### src/design/crms_params.svh
// Purpose: named constants for the camera recorder mode sequencer
// Assumes: 50 MHz system clock, one common 250 ms sequence tick
// Notes: times are in milliseconds, converted to ticks or cycles in code
`ifndef CRMS_PARAMS_SVH
`define CRMS_PARAMS_SVH
`define CRMS_CLK_HZ 50000000
`define CRMS_TICK_MS 250
`define CRMS_PREP_MS 6500
`define CRMS_RUN_TAPE_MS 44000
`define CRMS_SHUTTER_MS 45500
`define CRMS_CYCLE_END_MS 58750
`define CRMS_PERIOD_MS 260000
`define CRMS_EXPOSE_MS 17
`define CRMS_PICTURES 4'hB
`define CRMS_MIN_STORED 2'h3
`define CRMS_ADDR_CTRL 4'h0
`define CRMS_ADDR_STATUS 4'h4
`define CRMS_ADDR_ISTAT 4'h8
`define CRMS_ADDR_IMASK 4'hC
`define CRMS_CTRL_RST 3'h0
`define CRMS_CTRL_EN 0
`define CRMS_CTRL_CAM 1
`define CRMS_CTRL_REC 2
`define CRMS_IRQ_SEQ 0
`define CRMS_IRQ_PIC 1
`define CRMS_IRQ_EOP 2
`define CRMS_IRQ_FULL 3
`endif

### src/design/crms_pkg.sv
// Purpose: shared types of the camera recorder mode sequencer
// Assumes: nothing beyond the params header
// Notes: sequence states and tick counter width
package crms_pkg;
   typedef logic [31:0] crms_word_t;
   typedef logic [10:0] crms_tick_t;
   typedef enum logic [1:0] {
      SQ_IDLE  = 2'b00,
      SQ_PREP  = 2'b01,
      SQ_CYCLE = 2'b10,
      SQ_GAP   = 2'b11
   } crms_seq_e;
endpackage

### src/design/crms_tick_if.sv
// Purpose: link between the sequence timer and the sequencer
// Assumes: single clock domain
// Notes: restart clears the divider and the tick count together
`timescale 1ns/1ps
`default_nettype none
interface crms_tick_if;
   import crms_pkg::*;
   logic restart;
   logic tick;
   crms_tick_t count;
   modport timer (input restart, output tick, output count);
   modport user (output restart, input tick, input count);
endinterface
`default_nettype wire

### src/design/crms_timer.sv
// Purpose: common sequence timer, a base tick and a tick counter
// Assumes: TICK_CYCLES clock cycles per tick
// Notes: count saturates at its top value
`timescale 1ns/1ps
`default_nettype none
module crms_timer #(
   parameter int TICK_CYCLES = 12500000
) (
   // clock and reset
   input wire logic i_clock,
   input wire logic i_sys_rst,
   // timer side of the tick link
   crms_tick_if.timer tk
);
   import crms_pkg::*;
   logic [23:0] div_r, div_nxt;
   crms_tick_t cnt_r, cnt_nxt;
   logic tick_r, tick_nxt;

   // divider and tick counter next values
   always_comb begin
      div_nxt = div_r + 24'h000001;
      tick_nxt = 1'b0;
      cnt_nxt = cnt_r;
      if (div_r == 24'(TICK_CYCLES - 1)) begin
         div_nxt = 24'h000000;
         tick_nxt = 1'b1;
         if (cnt_r != 11'h7FF) begin
            cnt_nxt = cnt_r + 11'h001;
         end
      end
      if (tk.restart) begin
         div_nxt = 24'h000000;
         cnt_nxt = 11'h000;
         tick_nxt = 1'b0;
      end
   end

   // register stage
   always_ff @(posedge i_clock) begin
      if (i_sys_rst) begin
         div_r <= 24'h000000;
         cnt_r <= 11'h000;
         tick_r <= 1'b0;
      end else begin
         div_r <= div_nxt;
         cnt_r <= cnt_nxt;
         tick_r <= tick_nxt;
      end
   end

   assign tk.tick = tick_r;
   assign tk.count = cnt_r;
endmodule
`default_nettype wire

### src/design/crms_top.sv
// Purpose: power, mode and routing sequencer for two cameras, two recorders
// Assumes: ground commands and the programmer alarm arrive as clock pulses
// Notes: the alarm pulse marks the start of standby, one frame before T0
//
// The implementer's own choices: the Avalon-MM slave port and the placing of the registers.
`timescale 1ns/1ps
`default_nettype none
`include "crms_params.svh"

// How it works
// main power drops 58.75 s after each picture cycle reference time.
// main power cycle restarts every 260 s until eleven pictures are taken.
// standby power drops after the last picture cycle of a sequence.
// sequence reruns each orbit alarm until programmer is disabled. The code ignores an alarm during playback.
// playback command powers playback electronics, motor runs playback way.
// ground also sends transmitter-on so playback reaches the station.
// end of tape gives end-of-playback pulse, drops playback, back to record.
// camera one feeds channel 1, camera two channel 3; one of each active.
// playback outputs video channel 1 or 3 plus channel 2 flutter reference.
// transmitter-on during a running sequence in record enters direct mode.
// direct powers playback with record electronics, no motor, no preamp.
// shutter open and close pulses are timed digitally from the clock.
// recorder holds three sequences before playback is needed; flagged.
// standby rises one 6.5 s frame before reference, held for sequence.
// run tape rises 44 s after reference so motor reaches speed.
// shutter open and close pulses are issued 45.5 s after reference.
// one tick-driven timer; mode commands take effect on the next tick. The code holds playback until a tick in idle.
module crms_top #(
   parameter int TICK_CYCLES = `CRMS_TICK_MS * (`CRMS_CLK_HZ / 1000),
   parameter int EXPOSE_CYCLES = `CRMS_EXPOSE_MS * (`CRMS_CLK_HZ / 1000)
) (
   // clock and reset
   input wire logic i_clock,
   input wire logic i_sys_rst,
   // avalon-mm slave
   input wire logic [3:0] i_avs_address,
   input wire logic i_avs_read,
   input wire logic i_avs_write,
   input wire logic [3:0] i_avs_byteenable,
   input wire crms_pkg::crms_word_t i_avs_writedata,
   output logic [31:0] o_avs_readdata,
   output logic o_avs_waitrequest,
   output logic o_irq,
   // programmer and ground command pulses, recorder end of tape sensors
   input wire logic i_prog_alarm,
   input wire logic i_cmd_playback,
   input wire logic i_cmd_xmtr_on,
   input wire logic i_cmd_xmtr_off,
   input wire logic [1:0] i_end_of_tape,
   // camera controls, one bit per camera; the shutter pulses are shared
   output logic [1:0] o_cam_standby,
   output logic [1:0] o_cam_main,
   output logic o_shutter_open,
   output logic o_shutter_close,
   // recorder controls, one bit per recorder
   output logic [1:0] o_rec_record_pwr,
   output logic [1:0] o_rec_motor_fwd,
   output logic [1:0] o_rec_motor_pb,
   output logic [1:0] o_rec_pb_pwr,
   output logic [1:0] o_rec_preamp,
   output logic [1:0] o_rec_direct,
   output logic [1:0] o_rec_ch1_en,
   output logic [1:0] o_rec_ch3_en,
   // playback output routing
   output logic o_pb_video_ch3,
   output logic o_pb_flutter_en,
   output logic o_end_of_playback
);
   import crms_pkg::*;
   localparam int TK_PREP = `CRMS_PREP_MS / `CRMS_TICK_MS;
   localparam int TK_RUN = `CRMS_RUN_TAPE_MS / `CRMS_TICK_MS;
   localparam int TK_SHUT = `CRMS_SHUTTER_MS / `CRMS_TICK_MS;
   localparam int TK_END = `CRMS_CYCLE_END_MS / `CRMS_TICK_MS;
   localparam int TK_PER = `CRMS_PERIOD_MS / `CRMS_TICK_MS;

   crms_tick_if tk ();
   crms_timer #(.TICK_CYCLES(TICK_CYCLES)) u_timer (
      .i_clock(i_clock),
      .i_sys_rst(i_sys_rst),
      .tk(tk)
   );

   // true on the tick that brings the counter to x
   function automatic logic at_tk(input logic t, input crms_tick_t c,
                                  input int x);
      return t && (c == crms_tick_t'(x));
   endfunction

   logic [2:0] ctrl_r, ctrl_nxt;
   logic [3:0] istat_r, istat_nxt, imask_r, imask_nxt;
   logic wait_r, wait_nxt, irq_r, irq_nxt;
   logic [31:0] rdata_r, rdata_nxt;
   crms_seq_e seq_r, seq_nxt;
   logic [3:0] pic_r, pic_nxt;
   logic stby_r, stby_nxt, main_r, main_nxt, run_r, run_nxt;
   logic sopen_r, sopen_nxt, sclose_r, sclose_nxt, exp_r, exp_nxt;
   logic [19:0] ecnt_r, ecnt_nxt;
   logic pb_r, pb_nxt, dir_r, dir_nxt, eop_r, eop_nxt;
   logic [1:0] stored_r, stored_nxt;
   logic p_alarm_r, p_alarm_nxt, p_pb_r, p_pb_nxt;
   logic p_xon_r, p_xon_nxt, p_xoff_r, p_xoff_nxt, p_eot_r, p_eot_nxt;
   logic restart, ev_seq, ev_pic, ev_full, wr_ok, en, cam, rec;

   assign en = ctrl_r[`CRMS_CTRL_EN];
   assign cam = ctrl_r[`CRMS_CTRL_CAM];
   assign rec = ctrl_r[`CRMS_CTRL_REC];
   assign wr_ok = i_avs_write && !wait_r;
   assign tk.restart = restart;

   // picture sequence: standby, main power cycles, tape and shutter timing
   always_comb begin
      seq_nxt = seq_r;
      pic_nxt = pic_r;
      stby_nxt = stby_r;
      main_nxt = main_r;
      run_nxt = run_r;
      sopen_nxt = 1'b0;
      sclose_nxt = 1'b0;
      exp_nxt = exp_r;
      ecnt_nxt = ecnt_r;
      restart = 1'b0;
      ev_seq = 1'b0;
      ev_pic = 1'b0;
      // close pulse follows open by the exposure count
      if (exp_r) begin
         ecnt_nxt = ecnt_r + 20'h00001;
         if (ecnt_r == 20'(EXPOSE_CYCLES - 1)) begin
            exp_nxt = 1'b0;
            sclose_nxt = 1'b1;
         end
      end
      unique case (seq_r)
         SQ_IDLE: begin
            if (p_alarm_r && tk.tick && !pb_r) begin
               seq_nxt = SQ_PREP;
               stby_nxt = 1'b1;
               pic_nxt = 4'h0;
               restart = 1'b1;
            end
         end
         SQ_PREP: begin
            if (at_tk(tk.tick, tk.count, TK_PREP)) begin
               seq_nxt = SQ_CYCLE;
               main_nxt = 1'b1;
               restart = 1'b1;
            end
         end
         SQ_CYCLE: begin
            if (at_tk(tk.tick, tk.count, TK_RUN)) begin
               run_nxt = 1'b1;
            end
            if (at_tk(tk.tick, tk.count, TK_SHUT)) begin
               sopen_nxt = 1'b1;
               exp_nxt = 1'b1;
               ecnt_nxt = 20'h00000;
            end
            if (at_tk(tk.tick, tk.count, TK_END)) begin
               main_nxt = 1'b0;
               run_nxt = 1'b0;
               pic_nxt = pic_r + 4'h1;
               ev_pic = 1'b1;
               seq_nxt = SQ_GAP;
               if (pic_r + 4'h1 == `CRMS_PICTURES) begin
                  stby_nxt = 1'b0;
                  seq_nxt = SQ_IDLE;
                  ev_seq = 1'b1;
               end
            end
         end
         SQ_GAP: begin
            if (at_tk(tk.tick, tk.count, TK_PER)) begin
               seq_nxt = SQ_CYCLE;
               main_nxt = 1'b1;
               restart = 1'b1;
            end
         end
      endcase
      // disabling the programmer ends the sequence at once
      if (!en) begin
         seq_nxt = SQ_IDLE;
         stby_nxt = 1'b0;
         main_nxt = 1'b0;
         run_nxt = 1'b0;
      end
   end

   // ground commands are held pending and applied on the next tick; playback waits for a tick in idle
   always_comb begin
      p_alarm_nxt = i_prog_alarm | (p_alarm_r & ~tk.tick);
      p_pb_nxt = i_cmd_playback | (p_pb_r & ~(tk.tick && seq_r == SQ_IDLE));
      p_xon_nxt = i_cmd_xmtr_on | (p_xon_r & ~tk.tick);
      p_xoff_nxt = i_cmd_xmtr_off | (p_xoff_r & ~tk.tick);
      p_eot_nxt = i_end_of_tape[rec] | (p_eot_r & ~tk.tick);
      pb_nxt = pb_r;
      dir_nxt = dir_r;
      eop_nxt = 1'b0;
      stored_nxt = stored_r;
      ev_full = 1'b0;
      if (tk.tick) begin
         if (p_pb_r && seq_r == SQ_IDLE && en) begin
            pb_nxt = 1'b1;
         end
         if (p_eot_r && pb_r) begin
            pb_nxt = 1'b0;
            eop_nxt = 1'b1;
            stored_nxt = 2'h0;
         end
         if (p_xon_r && seq_r != SQ_IDLE && !pb_r) begin
            dir_nxt = 1'b1;
         end
         if (p_xoff_r) begin
            dir_nxt = 1'b0;
         end
      end
      if (seq_nxt == SQ_IDLE) begin
         dir_nxt = 1'b0;
      end
      // count sequences on tape and flag when playback is due
      if (ev_seq && stored_r != `CRMS_MIN_STORED) begin
         stored_nxt = stored_r + 2'h1;
         ev_full = (stored_r + 2'h1 == `CRMS_MIN_STORED);
      end
   end

   // avalon slave: one wait cycle, then the answer; sticky w1c status
   always_comb begin
      ctrl_nxt = ctrl_r;
      imask_nxt = imask_r;
      istat_nxt = istat_r;
      wait_nxt = !((i_avs_read || i_avs_write) && wait_r);
      rdata_nxt = rdata_r;
      if (wr_ok && i_avs_byteenable[0]) begin
         unique case (i_avs_address)
            `CRMS_ADDR_CTRL: ctrl_nxt = i_avs_writedata[2:0];
            `CRMS_ADDR_ISTAT: istat_nxt = istat_r & ~i_avs_writedata[3:0];
            `CRMS_ADDR_IMASK: imask_nxt = i_avs_writedata[3:0];
            default: ;
         endcase
      end
      // hardware set wins over a clear in the same cycle
      istat_nxt[`CRMS_IRQ_SEQ] = istat_nxt[`CRMS_IRQ_SEQ] | ev_seq;
      istat_nxt[`CRMS_IRQ_PIC] = istat_nxt[`CRMS_IRQ_PIC] | ev_pic;
      istat_nxt[`CRMS_IRQ_EOP] = istat_nxt[`CRMS_IRQ_EOP] | eop_nxt;
      istat_nxt[`CRMS_IRQ_FULL] = istat_nxt[`CRMS_IRQ_FULL] | ev_full;
      irq_nxt = |(istat_nxt & imask_nxt);
      if (i_avs_read && wait_r) begin
         unique case (i_avs_address)
            `CRMS_ADDR_CTRL: rdata_nxt = {29'h0, ctrl_r};
            `CRMS_ADDR_STATUS: rdata_nxt = {20'h0, main_r, stby_r, dir_r,
                                            pb_r, stored_r, pic_r, seq_r};
            `CRMS_ADDR_ISTAT: rdata_nxt = {28'h0, istat_r};
            `CRMS_ADDR_IMASK: rdata_nxt = {28'h0, imask_r};
            default: rdata_nxt = 32'h0;
         endcase
      end
   end

   // register stage for sequence, mode and bus state
   always_ff @(posedge i_clock) begin
      if (i_sys_rst) begin
         seq_r <= SQ_IDLE;
         pic_r <= 4'h0;
         stby_r <= 1'b0;
         main_r <= 1'b0;
         run_r <= 1'b0;
         sopen_r <= 1'b0;
         sclose_r <= 1'b0;
         exp_r <= 1'b0;
         ecnt_r <= 20'h00000;
         pb_r <= 1'b0;
         dir_r <= 1'b0;
         eop_r <= 1'b0;
         stored_r <= 2'h0;
         p_alarm_r <= 1'b0;
         p_pb_r <= 1'b0;
         p_xon_r <= 1'b0;
         p_xoff_r <= 1'b0;
         p_eot_r <= 1'b0;
         ctrl_r <= `CRMS_CTRL_RST;
         istat_r <= 4'h0;
         imask_r <= 4'h0;
         wait_r <= 1'b1;
         irq_r <= 1'b0;
         rdata_r <= 32'h0;
      end else begin
         seq_r <= seq_nxt;
         pic_r <= pic_nxt;
         stby_r <= stby_nxt;
         main_r <= main_nxt;
         run_r <= run_nxt;
         sopen_r <= sopen_nxt;
         sclose_r <= sclose_nxt;
         exp_r <= exp_nxt;
         ecnt_r <= ecnt_nxt;
         pb_r <= pb_nxt;
         dir_r <= dir_nxt;
         eop_r <= eop_nxt;
         stored_r <= stored_nxt;
         p_alarm_r <= p_alarm_nxt;
         p_pb_r <= p_pb_nxt;
         p_xon_r <= p_xon_nxt;
         p_xoff_r <= p_xoff_nxt;
         p_eot_r <= p_eot_nxt;
         ctrl_r <= ctrl_nxt;
         istat_r <= istat_nxt;
         imask_r <= imask_nxt;
         wait_r <= wait_nxt;
         irq_r <= irq_nxt;
         rdata_r <= rdata_nxt;
      end
   end

   // per camera and per recorder output flops; only the selected one acts
   genvar g;
   generate
      for (g = 0; g < 2; g++) begin : g_unit
         logic cs, rs;
         assign cs = (cam == 1'(g));
         assign rs = (rec == 1'(g));
         always_ff @(posedge i_clock) begin
            if (i_sys_rst) begin
               o_cam_standby[g] <= 1'b0;
               o_cam_main[g] <= 1'b0;
               o_rec_record_pwr[g] <= 1'b0;
               o_rec_motor_fwd[g] <= 1'b0;
               o_rec_motor_pb[g] <= 1'b0;
               o_rec_pb_pwr[g] <= 1'b0;
               o_rec_preamp[g] <= 1'b0;
               o_rec_direct[g] <= 1'b0;
               o_rec_ch1_en[g] <= 1'b0;
               o_rec_ch3_en[g] <= 1'b0;
            end else begin
               o_cam_standby[g] <= cs && stby_nxt;
               o_cam_main[g] <= cs && main_nxt;
               o_rec_record_pwr[g] <= rs && run_nxt;
               o_rec_motor_fwd[g] <= rs && run_nxt;
               o_rec_motor_pb[g] <= rs && pb_nxt;
               o_rec_pb_pwr[g] <= rs && (pb_nxt || dir_nxt);
               o_rec_preamp[g] <= rs && pb_nxt;
               o_rec_direct[g] <= rs && dir_nxt;
               o_rec_ch1_en[g] <= rs && run_nxt && !cam;
               o_rec_ch3_en[g] <= rs && run_nxt && cam;
            end
         end
      end
   endgenerate

   // playback routing: video follows the selected camera, flutter follows playback or direct
   always_ff @(posedge i_clock) begin
      if (i_sys_rst) begin
         o_pb_video_ch3 <= 1'b0;
         o_pb_flutter_en <= 1'b0;
      end else begin
         o_pb_video_ch3 <= cam;
         o_pb_flutter_en <= pb_nxt || dir_nxt;
      end
   end

   assign o_shutter_open = sopen_r;
   assign o_shutter_close = sclose_r;
   assign o_end_of_playback = eop_r;
   assign o_avs_readdata = rdata_r;
   assign o_avs_waitrequest = wait_r;
   assign o_irq = irq_r;
endmodule
`default_nettype wire

### config.mk
export PLATFORM = sky130hd
export DESIGN_NAME = crms_top
export DESIGN_NICKNAME = d
export VERILOG_FILES = /design/src/design/crms_pkg.sv /design/src/design/crms_tick_if.sv /design/src/design/crms_timer.sv /design/src/design/crms_top.sv
export VERILOG_INCLUDE_DIRS = /design/src /design/src/design
export SDC_FILE = /design/constraint.sdc
export NUM_CORES = 1
export LEC_CHECK = 0
export BUFFER_PORTS_ARGS = -buffer_cell sky130_fd_sc_hd__buf_2
export CAP_MARGIN = 20
export CORE_MARGIN = 2
export CORE_UTILIZATION = 38
export CTS_CLUSTER_DIAMETER = 120
export DETAILED_ROUTE_END_ITERATION = 12
export HOLD_SLACK_MARGIN = 0.02
export SYNTH_ARGS = -nofsm -noshare
export SYNTH_HDL_FRONTEND = slang
export SYNTH_SLANG_ARGS = --single-unit
### constraint.sdc
create_clock -name i_clock -period 2.2 [get_ports i_clock]
set_clock_uncertainty 0.2 [all_clocks]
set_input_delay 0.33 -clock i_clock [delete_from_list [all_inputs] [get_ports i_clock]]
set_output_delay 0.33 -clock i_clock [all_outputs]
set_load 0.05 [all_outputs]
==> results.cfg <==
[run_status]
outcome = finished clean

[critical_path]
reg2reg_from = u_timer.tk.count[10]$_SDFFE_PP0P_
path_max_fanout = 10
path_cells = or4b_4 -> nor2_2 -> and4b_1 -> nand4_1 -> nand2_2 -> clkbuf_16 -> nor2_1
arrival_ns = 2.27
path_class = reg -> reg
crit_path_end_kind = flop
worst_path_max_delay_cell = or4b_4
crit_path_start = u_timer.tk.count[10]$_SDFFE_PP0P_
crit_buf_inv = 1
crit_family = simple AND/OR/NAND/NOR gates
crit_required_ns = 2.31
crit_path_max_incr_delay_ns = 0.56
startpoint_type = flop

[routing]
ant_nets = 0
vias_per_cell = 4.872
routedWlPerCell_um = 13.48
drc_errors = 0
first_pass_iters = 4
finalWirelength_um = 11900
drtIter0Drc = 222
vias = 4302

[power_and_ir_drop]
p_int_mw = 4.406
p_leak_nw = 2.866
power_mw = 5.534
p_sw_frac = 0.2039
pwr-share-comb = 0.039
p_clk_frac = 0.560
power_per_cell_area_nw_per_um2 = 811.7
irDropWorstVdd_mv = 0.4599
switchingPower_mw = 1.129
seq_power_share = 0.400

[synthesis]
ys.flop_type = dfxtp_1
synthesis.area_um2 = 5201
synthTopCellsByArea = dfxtp_1 (47%), nor2_1 (7.9%), xor2_1 (5.1%), buf_4 (3.5%), xnor2_1 (3.4%)
async_flop_share = 0
avgSynthCellArea_um2 = 8.906
synth_top_cell_by_area = dfxtp_1
synth_seq_area_share = 0.4657
synthCells = 584
synth_top_area_frac = 0.4657
synth.ff_latch_count = 121
synth_edf_count = 0
ys_types = 49
synth_warnings = 0

[global_routing]
grt_max_degree = 25
grt_pass1_vias = 4076
antenna_found_initial = 0
gr-total-overflow = 0
grt_pass1_wl_um = 19650
grtUsageTotal = 0.1700

[run]
drv_cap = 0

[layout]
final_cells = 883
fin_nets = 753
antenna_cells = 0
area_growth_pct = 31.08
final_common_cell = dfxtp_1
drive_gt1_frac = 0.2362
postLayoutCoreUtil = 0.5128
layout_common_cells = dfxtp_1 (118), nor2_1 (108), buf_2 (58)

[floorplanning]
ios = 109
num_rows = 42
core_area_um2 = 13300
die_area_um2 = 14640
fp.dieH_um = 121.0
die_w_um = 121.0
initial_core_util = 0.3912

[placed_design]
port_buffers = 57
dp_hpwl_um = 8445
placedCellCount = 833
place_congestion = 0.8356

[clock_network]
cts_tree = done
numCtsBuffers = 17
clkTransAtPathRegs_ns = 0.05
clk_path_buf_depth = 2
cts_sinks = 121
clk-insertion-delay-late_ns = 0.43
clock-root-buffer = clkbuf_16
htree_levels = 4

[timing]
rsz0062_at_grt = yes
setup_viol = 0
slew_viol_final = 0
max_freq_mhz = 463.8
hold_ws_ns = 0.1094
finalCriticalPeriod_ns = 2.156
finalHoldViolations = 0
min_period_over_period = 0.9801

[min_path]
min_path_type = in -> reg
min-delay-start = i_avs_writedata[3]
## through the flow
stage	setup WS, ns	cell area, um^2	TNS [ns]
floorplan	0.03244	5274	0
finish	0.04383	6818	0
global route	-0.02028	6818	-0.06075
global placement	-0.07912	5864	-0.07912
CTS	-0.02194	6685	-0.02194
detailed placement	-0.1122	5864	-0.1122
## registers in the layout, summed over array words and instances, names as in the netlist, 2 cells and up
name / cells
u_timer.div_r: 24
ecnt_r: 20
o_avs_readdata: 12
u_timer.tk.count: 11
imask_r: 4
istat_r: 4
pic_r: 4
ctrl_r: 3
o_cam_main: 2
o_cam_standby: 2
o_rec_ch1_en: 2
o_rec_ch3_en: 2
o_rec_direct: 2
o_rec_motor_fwd: 2
o_rec_pb_pwr: 2
o_rec_preamp: 2
seq_r: 2
stored_r: 2
## per-layer routing
layer / global-route usage / up-vias / share of wire
met5: 0 / - / 0
met3: 0.04229 / 21 / 0.038
met2: 0.2714 / 78 / 0.47
met1: 0.2145 / 2037 / 0.47
li1: - / 2166 / -
met4: 0.08140 / 0 / 0.020
## synth_stat cells, types with 16 or more instances
master,count
a21oi_1,22
buf_4,24
clkbuf_1,21
dfxtp_1,121
inv_1,19
nand2_1,30
nand3_1,31
nand4_1,18
nor2_1,109
nor3_1,16
xnor2_1,20
xor2_1,30
## what timing repair did
action | in CTS | in global routing
buffers inserted | 1 | 2
pin swaps | 1 | 9
gates cloned | 0 | 2
hold endpoints to repair | 11 | 0
setup endpoints to repair | 2 | 42
hold buffers | 13 | 0
resized for setup | 2 | 20
## worst min-delay path, stage by stage
cell,delay (ns)
buf_2,0.09
mux2i_1,0.08
buf_4,0.13
nor2_1,0.07
## path summary, 6_finish.rpt
check,endpoint,slack [ns],cells past startpoint
setup / recovery,ecnt_r[12]$_SDFF_PP0_,0.04,7
hold / removal,imask_r[3]$_SDFF_PP0_,0.11,4
setup reg to reg,ecnt_r[12]$_SDFF_PP0_,0.04,7
hold reg to reg,p_eot_r$_SDFF_PP0_,0.28,2
## power groups by stage
stage	clock network (mW)	registers, mW	logic, mW
global route	3.25	2.22	0.232
detailed placement	0	2.26	0.190
floorplan	0	2.27	0.161
CTS	3.14	2.22	0.210
global placement	0	2.26	0.189
finish	3.10	2.22	0.218
## layout make-up
cell class / instances / area [um^2]
Clock buffer: 26 / 539.3
Timing Repair Buffer: 121 / 845.8
Tap cell: 176 / 220.2
Inverter: 19 / 71.32
Clock inverter: 6 / 130.1
Fill cell: 1231 / 6477
Sequential cell: 121 / 2426
Multi-Input combinational cell: 414 / 2585
## cell families (layout without fill, tap and decap cells)
group,Yosys count,in the layout,share of synthesized area
xor gates and xnor gates,50,50,0.08420
adders and majority gates,9,9,0.02165
and+or+nand+nor,269,269,0.2615
muxes,13,13,0.03223
buffers and inverters,68,172,0.06856
AOI/OAI and AO/OA,53,53,0.06544
other,1,20,0.0007210
DFF,121,121,0.4657
No activity file was read; power rests on OpenSTA's default activity.
